==> config.mk <==
export PLATFORM = sky130hd
export DESIGN_NAME = tri_grad_setup
export DESIGN_NICKNAME = d
export VERILOG_FILES = /design/src/rtl/tri_grad_pkg.sv /design/src/rtl/tri_grad_setup.sv
export SDC_FILE = /design/constraint.sdc
export NUM_CORES = 2
export LEC_CHECK = 0
export BUFFER_PORTS_ARGS = -buffer_cell sky130_fd_sc_hd__buf_2
export CORE_ASPECT_RATIO = 0.7
export CORE_MARGIN = 10
export CORE_UTILIZATION = 60
export CTS_CLUSTER_SIZE = 8
export DETAILED_ROUTE_END_ITERATION = 8
export PLACE_DENSITY = 0.77
export SYNTH_ARGS = -nofsm -noshare
export SYNTH_HDL_FRONTEND = slang
export SYNTH_SLANG_ARGS = --single-unit
==> constraint.sdc <==
create_clock -name i_clk -period 7.2 [get_ports i_clk]
set_input_delay 0.72 -clock i_clk [delete_from_list [all_inputs] [get_ports i_clk]]
set_output_delay 0.72 -clock i_clk [all_outputs]
set_load 0.005 [all_outputs]
==> src/rtl/tri_grad_pkg.sv <==
// Offsets, layouts and the float conversion for the triangle X gradient setup
package tri_grad_pkg;
    // Parameter slots: start 1/W, red, green, blue, alpha, depth, S/W, T/W
    localparam int         NUM_PARAM      = 8;
    localparam logic [2:0] IDX_W          = 3'h0;
    localparam logic [2:0] IDX_S          = 3'h6;
    localparam logic [2:0] IDX_T          = 3'h7;
    // Register byte offsets; each slot is fixed at idx*8, float at idx*8+4
    localparam logic [7:0] OFF_START_INV_W_FIXED = 8'h00;
    localparam logic [7:0] OFF_START_INV_W_FLOAT = 8'h04;
    localparam logic [7:0] OFF_RED_X_STEP_FIXED  = 8'h08;
    localparam logic [7:0] OFF_RED_X_STEP_FLOAT  = 8'h0C;
    localparam logic [7:0] OFF_GREEN_X_STEP_FIXED = 8'h10;
    localparam logic [7:0] OFF_GREEN_X_STEP_FLOAT = 8'h14;
    localparam logic [7:0] OFF_BLUE_X_STEP_FIXED = 8'h18;
    localparam logic [7:0] OFF_BLUE_X_STEP_FLOAT = 8'h1C;
    localparam logic [7:0] OFF_ALPHA_X_STEP_FIXED = 8'h20;
    localparam logic [7:0] OFF_ALPHA_X_STEP_FLOAT = 8'h24;
    localparam logic [7:0] OFF_DEPTH_X_STEP_FIXED = 8'h28;
    localparam logic [7:0] OFF_DEPTH_X_STEP_FLOAT = 8'h2C;
    localparam logic [7:0] OFF_TEX_S_X_STEP_FIXED = 8'h30;
    localparam logic [7:0] OFF_TEX_S_X_STEP_FLOAT = 8'h34;
    localparam logic [7:0] OFF_TEX_T_X_STEP_FIXED = 8'h38;
    localparam logic [7:0] OFF_TEX_T_X_STEP_FLOAT = 8'h3C;
    localparam logic [7:0] OFF_DRAW_COMMAND_FIXED = 8'h40;
    localparam logic [7:0] OFF_DRAW_COMMAND_FLOAT = 8'h44;
    localparam logic [7:0] OFF_CONTROL           = 8'h48;
    localparam logic [7:0] OFF_STATUS            = 8'h4C;
    localparam int         OFF_LAST_PARAM        = 8'h3C;
    // Control and status fields
    localparam int         CTL_PERSP_BIT  = 0;
    localparam logic       CTL_RESET      = 1'b0;
    localparam int         STS_DIV_BUSY   = 0;
    localparam int         STS_DIV_DONE   = 1;
    localparam int         STS_AREA_NEG   = 2;
    // Fixed formats: fraction bits per slot, colour field width
    localparam int         FRAC_W         = 30;
    localparam int         FRAC_COLOUR    = 12;
    localparam int         FRAC_DEPTH     = 12;
    localparam int         FRAC_TEX       = 18;
    localparam int         COLOUR_MSB     = 23;
    // Float layout and conversion constants
    localparam int         FLT_BIAS       = 8'h7F;
    localparam int         FLT_MANT       = 8'h17;
    localparam logic [31:0] FIX_POS_MAX   = 32'h7FFF_FFFF;
    // Divider: 64 quotient bits, low 32 kept
    localparam int          DIV_STEPS     = 8'h40;
    localparam logic [6:0]  DIV_LAST      = 7'h3F;
    localparam logic [1:0]  RESP_OKAY     = 2'h0;
    localparam logic [1:0]  RESP_SLVERR   = 2'h2;

    // Iterated accumulators handed to the pixel pipe
    typedef struct packed {
        logic [31:0] inv_w;
        logic [31:0] red;
        logic [31:0] green;
        logic [31:0] blue;
        logic [31:0] alpha;
        logic [31:0] depth;
        logic [31:0] tex_s;
        logic [31:0] tex_t;
    } acc_t;

    typedef enum logic [2:0] {
        DIV_IDLE = 3'b001,
        DIV_RUN  = 3'b010,
        DIV_DONE = 3'b100
    } div_state_t;

    // Single precision to two's complement fixed with frac fraction bits
    function automatic logic [31:0] flt_to_fix(input logic [31:0] f, input int frac);
        logic [55:0] mant;
        int          sh;
        logic [31:0] mag;
        mant = {32'h0000_0000, 1'b1, f[22:0]};
        sh   = int'(f[30:23]) - FLT_BIAS - FLT_MANT + frac;
        if (f[30:23] == 8'h00) begin
            mag = 32'h0000_0000;
        end else if (sh >= 8 && mant[23:0] != 24'h00_0000 && sh > 7) begin
            mag = FIX_POS_MAX;
        end else if (sh >= 0) begin
            mag = 32'(mant << sh);
        end else if (sh > -24) begin
            mag = 32'(mant >> (-sh));
        end else begin
            mag = 32'h0000_0000;
        end
        return f[31] ? 32'(-mag) : mag;
    endfunction : flt_to_fix
endpackage : tri_grad_pkg

==> src/rtl/tri_grad_setup.sv <==
// Triangle X gradient setup: register file, converters, iterators, divider
//
// Design decisions made here: the AXI4-Lite slave port and the address map.
`timescale 1ns/1ns
module tri_grad_setup
    import tri_grad_pkg::*;
(
    input  wire logic        i_clk,          // Core clock, 25 MHz
    input  wire logic        i_rst_b,        // Async reset, active low
    input  wire logic [7:0]  i_awaddr,       // Write address
    input  wire logic        i_awvalid,      // Write address valid
    output logic             o_awready,      // Write address ready
    input  wire logic [31:0] i_wdata,        // Write data
    input  wire logic [3:0]  i_wstrb,        // Write strobes
    input  wire logic        i_wvalid,       // Write data valid
    output logic             o_wready,       // Write data ready
    output logic [1:0]       o_bresp,        // Write response
    output logic             o_bvalid,       // Write response valid
    input  wire logic        i_bready,       // Write response ready
    input  wire logic [7:0]  i_araddr,       // Read address
    input  wire logic        i_arvalid,      // Read address valid
    output logic             o_arready,      // Read address ready
    output logic [31:0]      o_rdata,        // Read data
    output logic [1:0]       o_rresp,        // Read response
    output logic             o_rvalid,       // Read data valid
    input  wire logic        i_rready,       // Read data ready
    input  wire logic        i_step,         // One pixel step pulse
    input  wire logic        i_step_left,    // Step direction, 1 = leftward
    input  wire logic        i_div_req,      // Request perspective divide
    output acc_t             o_acc,          // Iterated accumulators
    output logic             o_draw_start,   // Pulse: triangle command written
    output logic [31:0]      o_area,         // Area value from the command
    output logic [31:0]      o_tex_s_pc,     // Perspective corrected S
    output logic [31:0]      o_tex_t_pc,     // Perspective corrected T
    output logic             o_tex_valid     // Pulse: corrected S,T ready
);

    // Bus state
    logic        aw_have_r, aw_have_nxt;
    logic        w_have_r, w_have_nxt;
    logic [7:0]  aw_addr_r, aw_addr_nxt;
    logic [31:0] w_data_r, w_data_nxt;
    logic [3:0]  w_strb_r, w_strb_nxt;
    logic        bvalid_r, bvalid_nxt;
    logic [1:0]  bresp_r, bresp_nxt;
    logic        rvalid_r, rvalid_nxt;
    logic [1:0]  rresp_r, rresp_nxt;
    logic [31:0] rdata_r, rdata_nxt;
    logic        do_write;
    logic        do_read;
    // Parameter store, control and command
    logic [31:0] param_r [NUM_PARAM];
    logic [31:0] param_nxt [NUM_PARAM];
    logic        persp_r, persp_nxt;
    logic        draw_r, draw_nxt;
    logic [31:0] area_r, area_nxt;
    acc_t        acc_r, acc_nxt;
    logic [31:0] acc_arr [NUM_PARAM];
    logic [31:0] step_arr [NUM_PARAM];
    // Divider state
    div_state_t  dst_r, dst_nxt;
    logic [6:0]  dcnt_r, dcnt_nxt;
    logic [31:0] div_den_r, div_den_nxt;
    logic        tex_valid_r, tex_valid_nxt;
    logic [63:0] num_r [2];
    logic [63:0] num_nxt [2];
    logic [32:0] rem_r [2];
    logic [32:0] rem_nxt [2];
    logic [63:0] quo_r [2];
    logic [63:0] quo_nxt [2];
    logic [1:0]  neg_r, neg_nxt;
    logic [31:0] pc_r [2];
    logic [31:0] pc_nxt [2];

    // Fraction bits of each slot's fixed form
    function automatic int slot_frac(input logic [2:0] idx);
        if (idx == IDX_W) begin
            return FRAC_W;
        end else if (idx == IDX_S || idx == IDX_T) begin
            return FRAC_TEX;
        end else if (idx == 3'h5) begin
            return FRAC_DEPTH;
        end
        return FRAC_COLOUR;
    endfunction : slot_frac

    // Write channel capture and response
    assign do_write = aw_have_r && w_have_r && !bvalid_r;
    assign do_read  = i_arvalid && !rvalid_r;
    always_comb begin
        aw_have_nxt = aw_have_r;
        w_have_nxt  = w_have_r;
        aw_addr_nxt = aw_addr_r;
        w_data_nxt  = w_data_r;
        w_strb_nxt  = w_strb_r;
        bvalid_nxt  = bvalid_r;
        bresp_nxt   = bresp_r;
        if (i_awvalid && !aw_have_r) begin
            aw_have_nxt = 1'b1;
            aw_addr_nxt = i_awaddr;
        end
        if (i_wvalid && !w_have_r) begin
            w_have_nxt = 1'b1;
            w_data_nxt = i_wdata;
            w_strb_nxt = i_wstrb;
        end
        if (do_write) begin
            aw_have_nxt = 1'b0;
            w_have_nxt  = 1'b0;
            bvalid_nxt  = 1'b1;
            bresp_nxt   = (aw_addr_r <= OFF_STATUS && aw_addr_r[1:0] == 2'h0)
                          ? RESP_OKAY : RESP_SLVERR;
        end else if (bvalid_r && i_bready) begin
            bvalid_nxt = 1'b0;
        end
    end

    // Read channel: control and status are readable, parameters read zero
    always_comb begin
        rvalid_nxt = rvalid_r;
        rresp_nxt  = rresp_r;
        rdata_nxt  = rdata_r;
        if (do_read) begin
            rvalid_nxt = 1'b1;
            rresp_nxt  = RESP_OKAY;
            rdata_nxt  = 32'h0000_0000;
            if (i_araddr == OFF_CONTROL) begin
                rdata_nxt[CTL_PERSP_BIT] = persp_r;
            end else if (i_araddr == OFF_STATUS) begin
                rdata_nxt[STS_DIV_BUSY] = dst_r == DIV_RUN;
                rdata_nxt[STS_DIV_DONE] = dst_r == DIV_DONE;
                rdata_nxt[STS_AREA_NEG] = area_r[31];
            end else if (i_araddr > OFF_STATUS || i_araddr[1:0] != 2'h0) begin
                rresp_nxt = RESP_SLVERR;
            end
        end else if (rvalid_r && i_rready) begin
            rvalid_nxt = 1'b0;
        end
    end

    // Parameter writes: fixed or float form land in one slot
    always_comb begin
        logic [2:0]  idx;
        logic [31:0] conv;
        idx = aw_addr_r[5:3];
        conv = 32'h0000_0000;
        for (int i = 0; i < NUM_PARAM; i++) begin
            param_nxt[i] = param_r[i];
        end
        persp_nxt = persp_r;
        draw_nxt  = 1'b0;
        area_nxt  = area_r;
        if (aw_addr_r[2]) begin
            conv = flt_to_fix(w_data_r, slot_frac(idx));
        end else if (idx != IDX_W && idx < 3'h5) begin
            conv = {{8{w_data_r[COLOUR_MSB]}}, w_data_r[COLOUR_MSB:0]};
        end else begin
            conv = w_data_r;
        end
        if (do_write && w_strb_r == 4'hF) begin
            if (int'(aw_addr_r) <= OFF_LAST_PARAM && aw_addr_r[1:0] == 2'h0) begin
                param_nxt[idx] = conv;
            end else if (aw_addr_r == OFF_DRAW_COMMAND_FIXED
                         || aw_addr_r == OFF_DRAW_COMMAND_FLOAT) begin
                draw_nxt = 1'b1;
                area_nxt = w_data_r;
            end else if (aw_addr_r == OFF_CONTROL) begin
                persp_nxt = w_data_r[CTL_PERSP_BIT];
            end
        end
    end

    // Iterators: load at command; gradients add on a right step, subtract on a left step; 1/W only loads
    assign acc_arr = '{acc_r.inv_w, acc_r.red, acc_r.green, acc_r.blue,
                       acc_r.alpha, acc_r.depth, acc_r.tex_s, acc_r.tex_t};
    generate
        for (genvar g = 0; g < NUM_PARAM; g++) begin : g_step
            if (g == 0) begin : g_w
                assign step_arr[g] = draw_r ? param_r[g] : acc_arr[g];
            end else begin : g_grad
                assign step_arr[g] = draw_r ? 32'h0000_0000
                                   : (i_step_left ? acc_arr[g] - param_r[g]
                                                  : acc_arr[g] + param_r[g]);
            end
        end
    endgenerate
    always_comb begin
        acc_nxt = acc_r;
        if (draw_r || i_step) begin
            acc_nxt.inv_w = step_arr[0];
            acc_nxt.red   = step_arr[1];
            acc_nxt.green = step_arr[2];
            acc_nxt.blue  = step_arr[3];
            acc_nxt.alpha = step_arr[4];
            acc_nxt.depth = step_arr[5];
            acc_nxt.tex_s = step_arr[6];
            acc_nxt.tex_t = step_arr[7];
        end
    end

    // Perspective divide: restoring, 64 steps, or bypass when disabled
    always_comb begin
        logic [63:0] mag;
        logic [32:0] trial;
        dst_nxt       = dst_r;
        dcnt_nxt      = dcnt_r;
        div_den_nxt   = div_den_r;
        tex_valid_nxt = 1'b0;
        neg_nxt       = neg_r;
        mag           = 64'h0000_0000_0000_0000;
        trial         = 33'h0_0000_0000;
        for (int c = 0; c < 2; c++) begin
            num_nxt[c] = num_r[c];
            rem_nxt[c] = rem_r[c];
            quo_nxt[c] = quo_r[c];
            pc_nxt[c]  = pc_r[c];
        end
        unique case (dst_r)
            DIV_IDLE: begin
                if (i_div_req && !persp_r) begin
                    pc_nxt[0]     = acc_r.tex_s;
                    pc_nxt[1]     = acc_r.tex_t;
                    tex_valid_nxt = 1'b1;
                end else if (i_div_req) begin
                    dst_nxt     = DIV_RUN;
                    dcnt_nxt    = 7'h00;
                    div_den_nxt = acc_r.inv_w[31] ? 32'(-acc_r.inv_w) : acc_r.inv_w;
                    for (int c = 0; c < 2; c++) begin
                        mag = {32'h0000_0000, c == 0 ? acc_r.tex_s : acc_r.tex_t};
                        neg_nxt[c] = mag[31] ^ acc_r.inv_w[31];
                        if (mag[31]) begin
                            mag[31:0] = 32'(-mag[31:0]);
                        end
                        num_nxt[c] = mag << FRAC_W;
                        rem_nxt[c] = 33'h0_0000_0000;
                        quo_nxt[c] = 64'h0000_0000_0000_0000;
                    end
                end
            end
            DIV_RUN: begin
                for (int c = 0; c < 2; c++) begin
                    trial      = {rem_r[c][31:0], num_r[c][63]};
                    num_nxt[c] = {num_r[c][62:0], 1'b0};
                    if (trial >= {1'b0, div_den_r}) begin
                        rem_nxt[c] = trial - {1'b0, div_den_r};
                        quo_nxt[c] = {quo_r[c][62:0], 1'b1};
                    end else begin
                        rem_nxt[c] = trial;
                        quo_nxt[c] = {quo_r[c][62:0], 1'b0};
                    end
                end
                dcnt_nxt = dcnt_r + 7'h01;
                if (dcnt_r == DIV_LAST) begin
                    dst_nxt = DIV_DONE;
                end
            end
            DIV_DONE: begin
                for (int c = 0; c < 2; c++) begin
                    pc_nxt[c] = neg_r[c] ? 32'(-quo_r[c][31:0]) : quo_r[c][31:0];
                end
                tex_valid_nxt = 1'b1;
                dst_nxt       = DIV_IDLE;
            end
            default: begin
                dst_nxt = DIV_IDLE;
            end
        endcase
    end

    // Register all state
    always_ff @(posedge i_clk or negedge i_rst_b) begin
        if (!i_rst_b) begin
            aw_have_r   <= 1'b0;
            w_have_r    <= 1'b0;
            aw_addr_r   <= 8'h00;
            w_data_r    <= 32'h0000_0000;
            w_strb_r    <= 4'h0;
            bvalid_r    <= 1'b0;
            bresp_r     <= RESP_OKAY;
            rvalid_r    <= 1'b0;
            rresp_r     <= RESP_OKAY;
            rdata_r     <= 32'h0000_0000;
            persp_r     <= CTL_RESET;
            draw_r      <= 1'b0;
            area_r      <= 32'h0000_0000;
            acc_r       <= '0;
            dst_r       <= DIV_IDLE;
            dcnt_r      <= 7'h00;
            div_den_r   <= 32'h0000_0000;
            tex_valid_r <= 1'b0;
            neg_r       <= 2'h0;
            for (int i = 0; i < NUM_PARAM; i++) begin
                param_r[i] <= 32'h0000_0000;
            end
            for (int c = 0; c < 2; c++) begin
                num_r[c] <= 64'h0000_0000_0000_0000;
                rem_r[c] <= 33'h0_0000_0000;
                quo_r[c] <= 64'h0000_0000_0000_0000;
                pc_r[c]  <= 32'h0000_0000;
            end
        end else begin
            aw_have_r   <= aw_have_nxt;
            w_have_r    <= w_have_nxt;
            aw_addr_r   <= aw_addr_nxt;
            w_data_r    <= w_data_nxt;
            w_strb_r    <= w_strb_nxt;
            bvalid_r    <= bvalid_nxt;
            bresp_r     <= bresp_nxt;
            rvalid_r    <= rvalid_nxt;
            rresp_r     <= rresp_nxt;
            rdata_r     <= rdata_nxt;
            persp_r     <= persp_nxt;
            draw_r      <= draw_nxt;
            area_r      <= area_nxt;
            acc_r       <= acc_nxt;
            dst_r       <= dst_nxt;
            dcnt_r      <= dcnt_nxt;
            div_den_r   <= div_den_nxt;
            tex_valid_r <= tex_valid_nxt;
            neg_r       <= neg_nxt;
            for (int i = 0; i < NUM_PARAM; i++) begin
                param_r[i] <= param_nxt[i];
            end
            for (int c = 0; c < 2; c++) begin
                num_r[c] <= num_nxt[c];
                rem_r[c] <= rem_nxt[c];
                quo_r[c] <= quo_nxt[c];
                pc_r[c]  <= pc_nxt[c];
            end
        end
    end

    // Outputs straight from flops
    assign o_awready    = !aw_have_r;
    assign o_wready     = !w_have_r;
    assign o_bvalid     = bvalid_r;
    assign o_bresp      = bresp_r;
    assign o_arready    = !rvalid_r;
    assign o_rvalid     = rvalid_r;
    assign o_rresp      = rresp_r;
    assign o_rdata      = rdata_r;
    assign o_acc        = acc_r;
    assign o_draw_start = draw_r;
    assign o_area       = area_r;
    assign o_tex_s_pc   = pc_r[0];
    assign o_tex_t_pc   = pc_r[1];
    assign o_tex_valid  = tex_valid_r;

endmodule : tri_grad_setup

# == Word-level counts from Yosys, hierarchy flattened ==
# Index checks and enable logic that the tools add are counted.
# word_totals
inputBits,62
out_inout_bits,395
reg_bits,997
word_cells,229
# op_classes
muxes,81
reduce_logical,42
addsub,27
eq_ne,17
order_cmp,12
shifts,2
n_bitwise,6
# op_table
operator,n
2-to-1 mux 32 bit,31
bitwise mux 256 bit,1
2-to-1 mux 128 bit,2
case mux 128 bit (2 select lines),1
subtractor 32 bit,8
adder 32 bit,7
negation 32 bit,7
2-to-1 mux 96 bit,2
case mux 96 bit (2 select lines),1
2-to-1 mux 65 bit,2
case mux 65 bit (2 select lines),1
case mux 64 bit (2 select lines),1
demux 32 bit (select 3 bit),1
greater-or-equal comparator 33 x 32 -> 1 bit,2
2-to-1 mux 64 bit,1
== test 8 x 7 -> 1 bit (second input constant),5
2-to-1 mux 33 bit,1
subtractor 33 x 32 -> 33 bit,1
adder 10 x 32 -> 32 bit,1
greater-or-equal comparator 32 x 1 -> 1 bit (second input constant),1
greater-or-equal comparator 32 x 5 -> 1 bit (second input constant),1
> comparator 32 x 4 -> 1 bit (second input constant),1
> comparator 32 x 6 -> 1 bit (second input constant),1
left shift 24 x 32 -> 32 bit,1
other kinds (40),106

# == Depth between registers and ports, before layout ==
# logic_depth
ltp_word,19
mapped_depth,29

# == Worst setup path after synthesis ==
# No wires, ideal clock.
# synth_timing
path_type,reg2reg
start,register w_data_r[23]
end,register param_r[117] (netlist name)
path_slack_ps,675
t_arrival_ps,6395
period_less_slack_ps,6525
n_path_buf,5
stages_incl_launch_ff,27
required_ps,7070
path_cell_list,dfrtp_1 > clkbuf_1 > buf_2 > buf_2 > clkbuf_1 > nand3_1 > xor2_1 > ha_1 > inv_1 > ha_1 > buf_4 > o21a_1 > a21o_1 > a21o_1 > a21o_1 > fa_1 > nand2b_1 > a2111o_1 > o41ai_1 > nand2_1 > o21ai_1 > o2111a_1 > a31oi_2 > or4_1 > nor3b_1 > o21ai_2 > o21ai_1
# synth_via
elab_chain_len,14
elab_cells_between_ends,21
# synth_rtl
element,line_no,text
start: declaration,tri_grad_setup.sv:42,"logic [31:0] w_data_r, w_data_nxt;"
start signal: assignment,tri_grad_setup.sv:305,w_data_r <= w_data_nxt;
subtractor 8 x 7 -> 9 bit,tri_grad_pkg.sv:76,sh = int'(f[30:23]) - FLT_BIAS - FLT_MANT + frac;
subtractor 9 x 6 -> 10 bit,tri_grad_pkg.sv:76,
adder 10 x 32 -> 32 bit,tri_grad_pkg.sv:76,
negation 32 bit,tri_grad_pkg.sv:84,mag = 32'(mant >> (-sh));
right shift 24 x 32 -> 32 bit,tri_grad_pkg.sv:84,
2-to-1 mux 32 bit,tri_grad_pkg.sv:83,end else if (sh > -24) begin
2-to-1 mux 32 bit,tri_grad_pkg.sv:81,end else if (sh >= 0) begin
2-to-1 mux 32 bit,tri_grad_pkg.sv:79,end else if (sh >= 8 && mant[23:0] != 24'h00_0000 && sh > 7) begin
2-to-1 mux 32 bit *,tri_grad_pkg.sv:77,if (f[30:23] == 8'h00) begin
2-to-1 mux 32 bit *,tri_grad_setup.sv:153,if (aw_addr_r[2]) begin
negation 32 bit,tri_grad_pkg.sv:88,return f[31] ? 32'(-mag) : mag;
2-to-1 mux 32 bit *,tri_grad_pkg.sv:88,
2-to-1 mux 32 bit *,tri_grad_setup.sv:153,
bitwise mux 256 bit *,tri_grad_setup.sv:162,param_nxt[idx] = conv;
end signal: indexed assignment,tri_grad_setup.sv:322,param_r[i] <= param_nxt[i];
end: declaration,tri_grad_setup.sv:52,logic [31:0] param_r [NUM_PARAM];
# Every way passes the cells marked *; elsewhere a longest branch is shown, timed or not. The select of a mux whose other input is x is not followed.
# A chain may end at the register's enable or synchronous reset.

# == Worst setup path after layout ==
# layout_timing
start,register aw_addr_r[4]
end,register param_r[53] (netlist name)
# layout_via
elab_chain_len,19
elab_cells_between_ends,41
# layout_rtl
element,line_no,text
start: declaration,tri_grad_setup.sv:41,"logic [7:0] aw_addr_r, aw_addr_nxt;"
start signal: assignment,tri_grad_setup.sv:304,aw_addr_r <= aw_addr_nxt;
"== test 3 bit, on equally long branches","tri_grad_setup.sv:81, tri_grad_setup.sv:79",
2-to-1 mux 1 bit / logical OR 1 bit (equally long branches),"tri_grad_setup.sv:81, tri_grad_setup.sv:79",
2-to-1 mux 1 bit,tri_grad_setup.sv:79,end else if (idx == IDX_S || idx == IDX_T) begin
2-to-1 mux 1 bit,tri_grad_setup.sv:77,if (idx == IDX_W) begin
2-to-1 mux 1 bit,tri_grad_setup.sv:153,
2-to-1 mux 32 bit,tri_grad_setup.sv:84,return FRAC_COLOUR;
2-to-1 mux 32 bit,tri_grad_setup.sv:153,
adder 10 x 32 -> 32 bit,tri_grad_pkg.sv:76,
(+3 left out),--,
2-to-1 mux 32 bit,tri_grad_pkg.sv:81,
2-to-1 mux 32 bit,tri_grad_pkg.sv:79,
2-to-1 mux 32 bit,tri_grad_pkg.sv:77,
2-to-1 mux 32 bit,tri_grad_setup.sv:153,
negation 32 bit,tri_grad_pkg.sv:88,
2-to-1 mux 32 bit,tri_grad_pkg.sv:88,
2-to-1 mux 32 bit,tri_grad_setup.sv:153,
bitwise mux 256 bit,tri_grad_setup.sv:162,
# Several ways; a longest one is shown, not always the timed one. The select of a mux whose other input is x is not followed.

==> results.md <==
* Status: finished clean
* First drt pass iteration count at 6
* Most common cell after layout, fill and taps aside: dfrtp_1
* Yosys Warn Count at 0
* Initial antenna violation count at 4
* Routed wire per std cell at 23.2 µm
* Io pins at 457
* Worst skew pair latency at 0.78 ns
* Tmin final at 6.86 ns
* Largest net degree at the start of global routing at 174
* Dpl cell area at 0.0640 mm²
* Mapped Cells at 6836
* Fmax at 0.146 GHz
* Nets@finish at 7533
* Critical path's most frequent cell: a21o_1
* Post-synth EDFFs at 0
* First-pass GRT wire length at 304000 µm
* Number of remaining DRC errors at 0
* Port bufs at 425
* Post-Layout Inst Area at 0.0677 mm²
* Longest Clk Path Bufs at 3
* Post-Syn Area at 0.0607 mm²
* DR vias at 54100
* Initial Util at 0.606
* Filler Cells Inserted at 8062
* FF+latch count, synth at 904
* DP Wirelength at 144000 µm
* Postcts setup bufs at 0
* Gr ovfl total at 0
* Max VDD drop at 0.711 mV
* Synth unique cells at 102
* Vias in the first global route at 50600
* CTS tree: done
* Global Route Usage Sum at 0.332
* Most frequent cells in the layout: dfrtp_1, nand2_1, nor2_1
* RSZ-0062 raised after global routing: false
* CP arrival at 7.46 ns
* CP Depth at 22
* Sum Neg Setup Slack at 0 ns
* Worst setup margin at 0.343 ns
* TritonCTS Buffers at 131
* Pre-CTS WS at 0.312 ns
* Max-slew headroom at 0.148
* Multi-input combinational cell area at 0.0362 mm²
* Post-DR vias/cell at 6.36
* Nature of the critical path startpoint: flop
* Clock sink total at 904
* Die Height at 286 µm
* Reg area at 0.0226 mm²
* Max-Cap Viols at 0
* Leakage at 0.0295 µW
* Fraction of layout cells with a size suffix above 1 at 0.129
* Die area at 0.115 mm²
* Hold-fix buffers, CTS at 0
* Deepest level of the CTS H-tree at 4
* Ys async rst share at 1.00
* P per Cell Area at 575 mW/mm²
* Root buffer cell: clkbuf_16
* Period Utilization, post-route at 0.952
* Slew @ Worst Pin at 1.28 ns
* Slowest-stage cell, CP: or4_1
* Max FO, Critical Path at 9
* Cell taking the most area after synthesis: dfrtp_1
* Worst min path class: primary input to asynchronous set/reset pin
* Die width at 400 µm
* Setup CP Type: flop to flop
* PostCTS Resize Cnt at 0
* Hold Fails Final Rpt at 0
* Top_reg_cell synth: dfrtp_1
* Critical Path, Cell by Cell: nand2_1 > clkinv_1 > ha_1 > inv_1 > ha_1 > o21a_1 > a21o_1 > a21o_1 > a21o_1 > fa_1 > nand2b_1 > a2111o_1 > buf_4 > o41ai_1 > nand2_1 > o21ai_1 > o2111a_1 > a31oi_2 > or4_1 > nor3b_1 > o21ai_2 > o21ai_1
* Final count of negative-setup-slack endpoints at 0
* Critical path capture point type: flop
* Global placement routability congestion at 1.03
* Synth area leaders: dfrtp_1, ha_1, xnor2_1, o21ai_0, nand2_1
* Syn avg cell area at 8.88 µm²
* Critical Path RT at 7.80 ns
* Total Wirelength at 197000 µm
* Worst clock skew at 0.0321 ns
* Register area share after synthesis at 0.373
* Initial DRC Count at 5812
* Reg clk slew, reported paths at 0.05 ns
* Row cnt at 97
* Placeable core area at 0.100 mm²
* Crit path max-delay family: compound AO/OA/AOI/OAI gates
* Max-slew violations at 0
* Largest stage delay, worst path at 0.51 ns
* Worst reg2reg path depth at 22
* Layout area overhead at 11.4%
* Hold WS at 0.00391 ns
* CP Buf/Inv Count at 3
* DRT antenna net count at 0
* Area share of the largest cell type after synthesis at 0.372
* Final Util at 0.675
final cells by class:
| type | count | share of cell area |
|---|---|---|
| inverter | 177 | 0.00989 |
| clock buffer | 147 | 0.0498 |
| timing repair buffer | 507 | 0.0424 |
| multi-input combinational | 5430 | 0.535 |
| clock inverter | 13 | 0.00342 |
| sequential | 904 | 0.334 |
| antenna | 1 | 0.0000370 |
| tap | 1336 | 0.0247 |
Yosys cell counts, types with 37 or more instances:
cell	count
inv_1	172
nand4_1	38
or4_1	41
nand3_1	79
nand2b_1	63
nor4_1	46
xor2_1	191
buf_4	37
a21oi_1	447
o21a_1	62
nand2_1	801
ha_1	309
dfrtp_1	903
clkbuf_1	251
o31ai_1	64
nor2b_1	64
a31oi_1	56
nor3_1	126
or3_1	74
o21ai_1	50
buf_1	46
a22o_1	95
o21ai_0	611
mux2i_1	296
nor2_1	683
a21o_1	102
xnor2_1	438
a211oi_1	47
mux2_2	137
metal layers:
layer	GRT usage	vias to the layer above	part of all wire
li1	-	24900	-
met4	0.119	4	0.036
met5	0	-	0.00013
met1	0.479	26300	0.44
met3	0.0716	392	0.095
met2	0.490	2530	0.43
final timing paths:
path	start	endpoint	slack (ns)
max in group asynchronous	i_rst_b	o_draw_start	5.63
worst max register to register	aw_addr_r[4]	param_r[53]	0.34
min in group i_clk	i_rready	o_rvalid	0.16
worst min register to register	div_den_r[21]	div_den_r[21]	0.48
worst min-delay path	i_rst_b	o_tex_s_pc[5]	0.004
worst max-delay path	aw_addr_r[4]	param_r[53]	0.34
kinds of logic after synthesis:
logic type	count (synthesis)	synth area share
DFF	904	0.373
adders and majority gates	320	0.0673
xor gates and xnor gates	629	0.0907
muxes	465	0.0859
buffers and inverters	532	0.0357
AOI/OAI and AO/OA	1814	0.186
and+or+nand+nor	2171	0.162
other	1	0.0000618
state kept, by name, indices dropped and copies added, names as in the netlist, 2 cells and up:
signal and count:
param_r 256, o_tex_s_pc 32, dcnt_r 7, rem_r 64, w_data_r 32, o_area 32, dst_r 3, div_den_r 32
o_tex_t_pc 32, o_rdata 3, w_strb_r 4, aw_addr_r 8, num_r 68, o_acc 256, neg_r 2, quo_r 64
through the flow:
stage / power [µW] / cells
2_1_floorplan: 24100 / 6866
3_3_place_gp: 32100 / 8354
3_5_place_dp: 32300 / 8354
4_1_cts: 38100 / 8514
5_1_grt: 41200 / 8514
6_report: 38900 / 8515
power breakdown:
part | total, µW | internal, µW | switching, µW
Combinational | 25500 | 9660 | 15800
Clock | 5670 | 3300 | 2370
Sequential | 7770 | 5950 | 1810
Power figures use the tool's default switching activity.
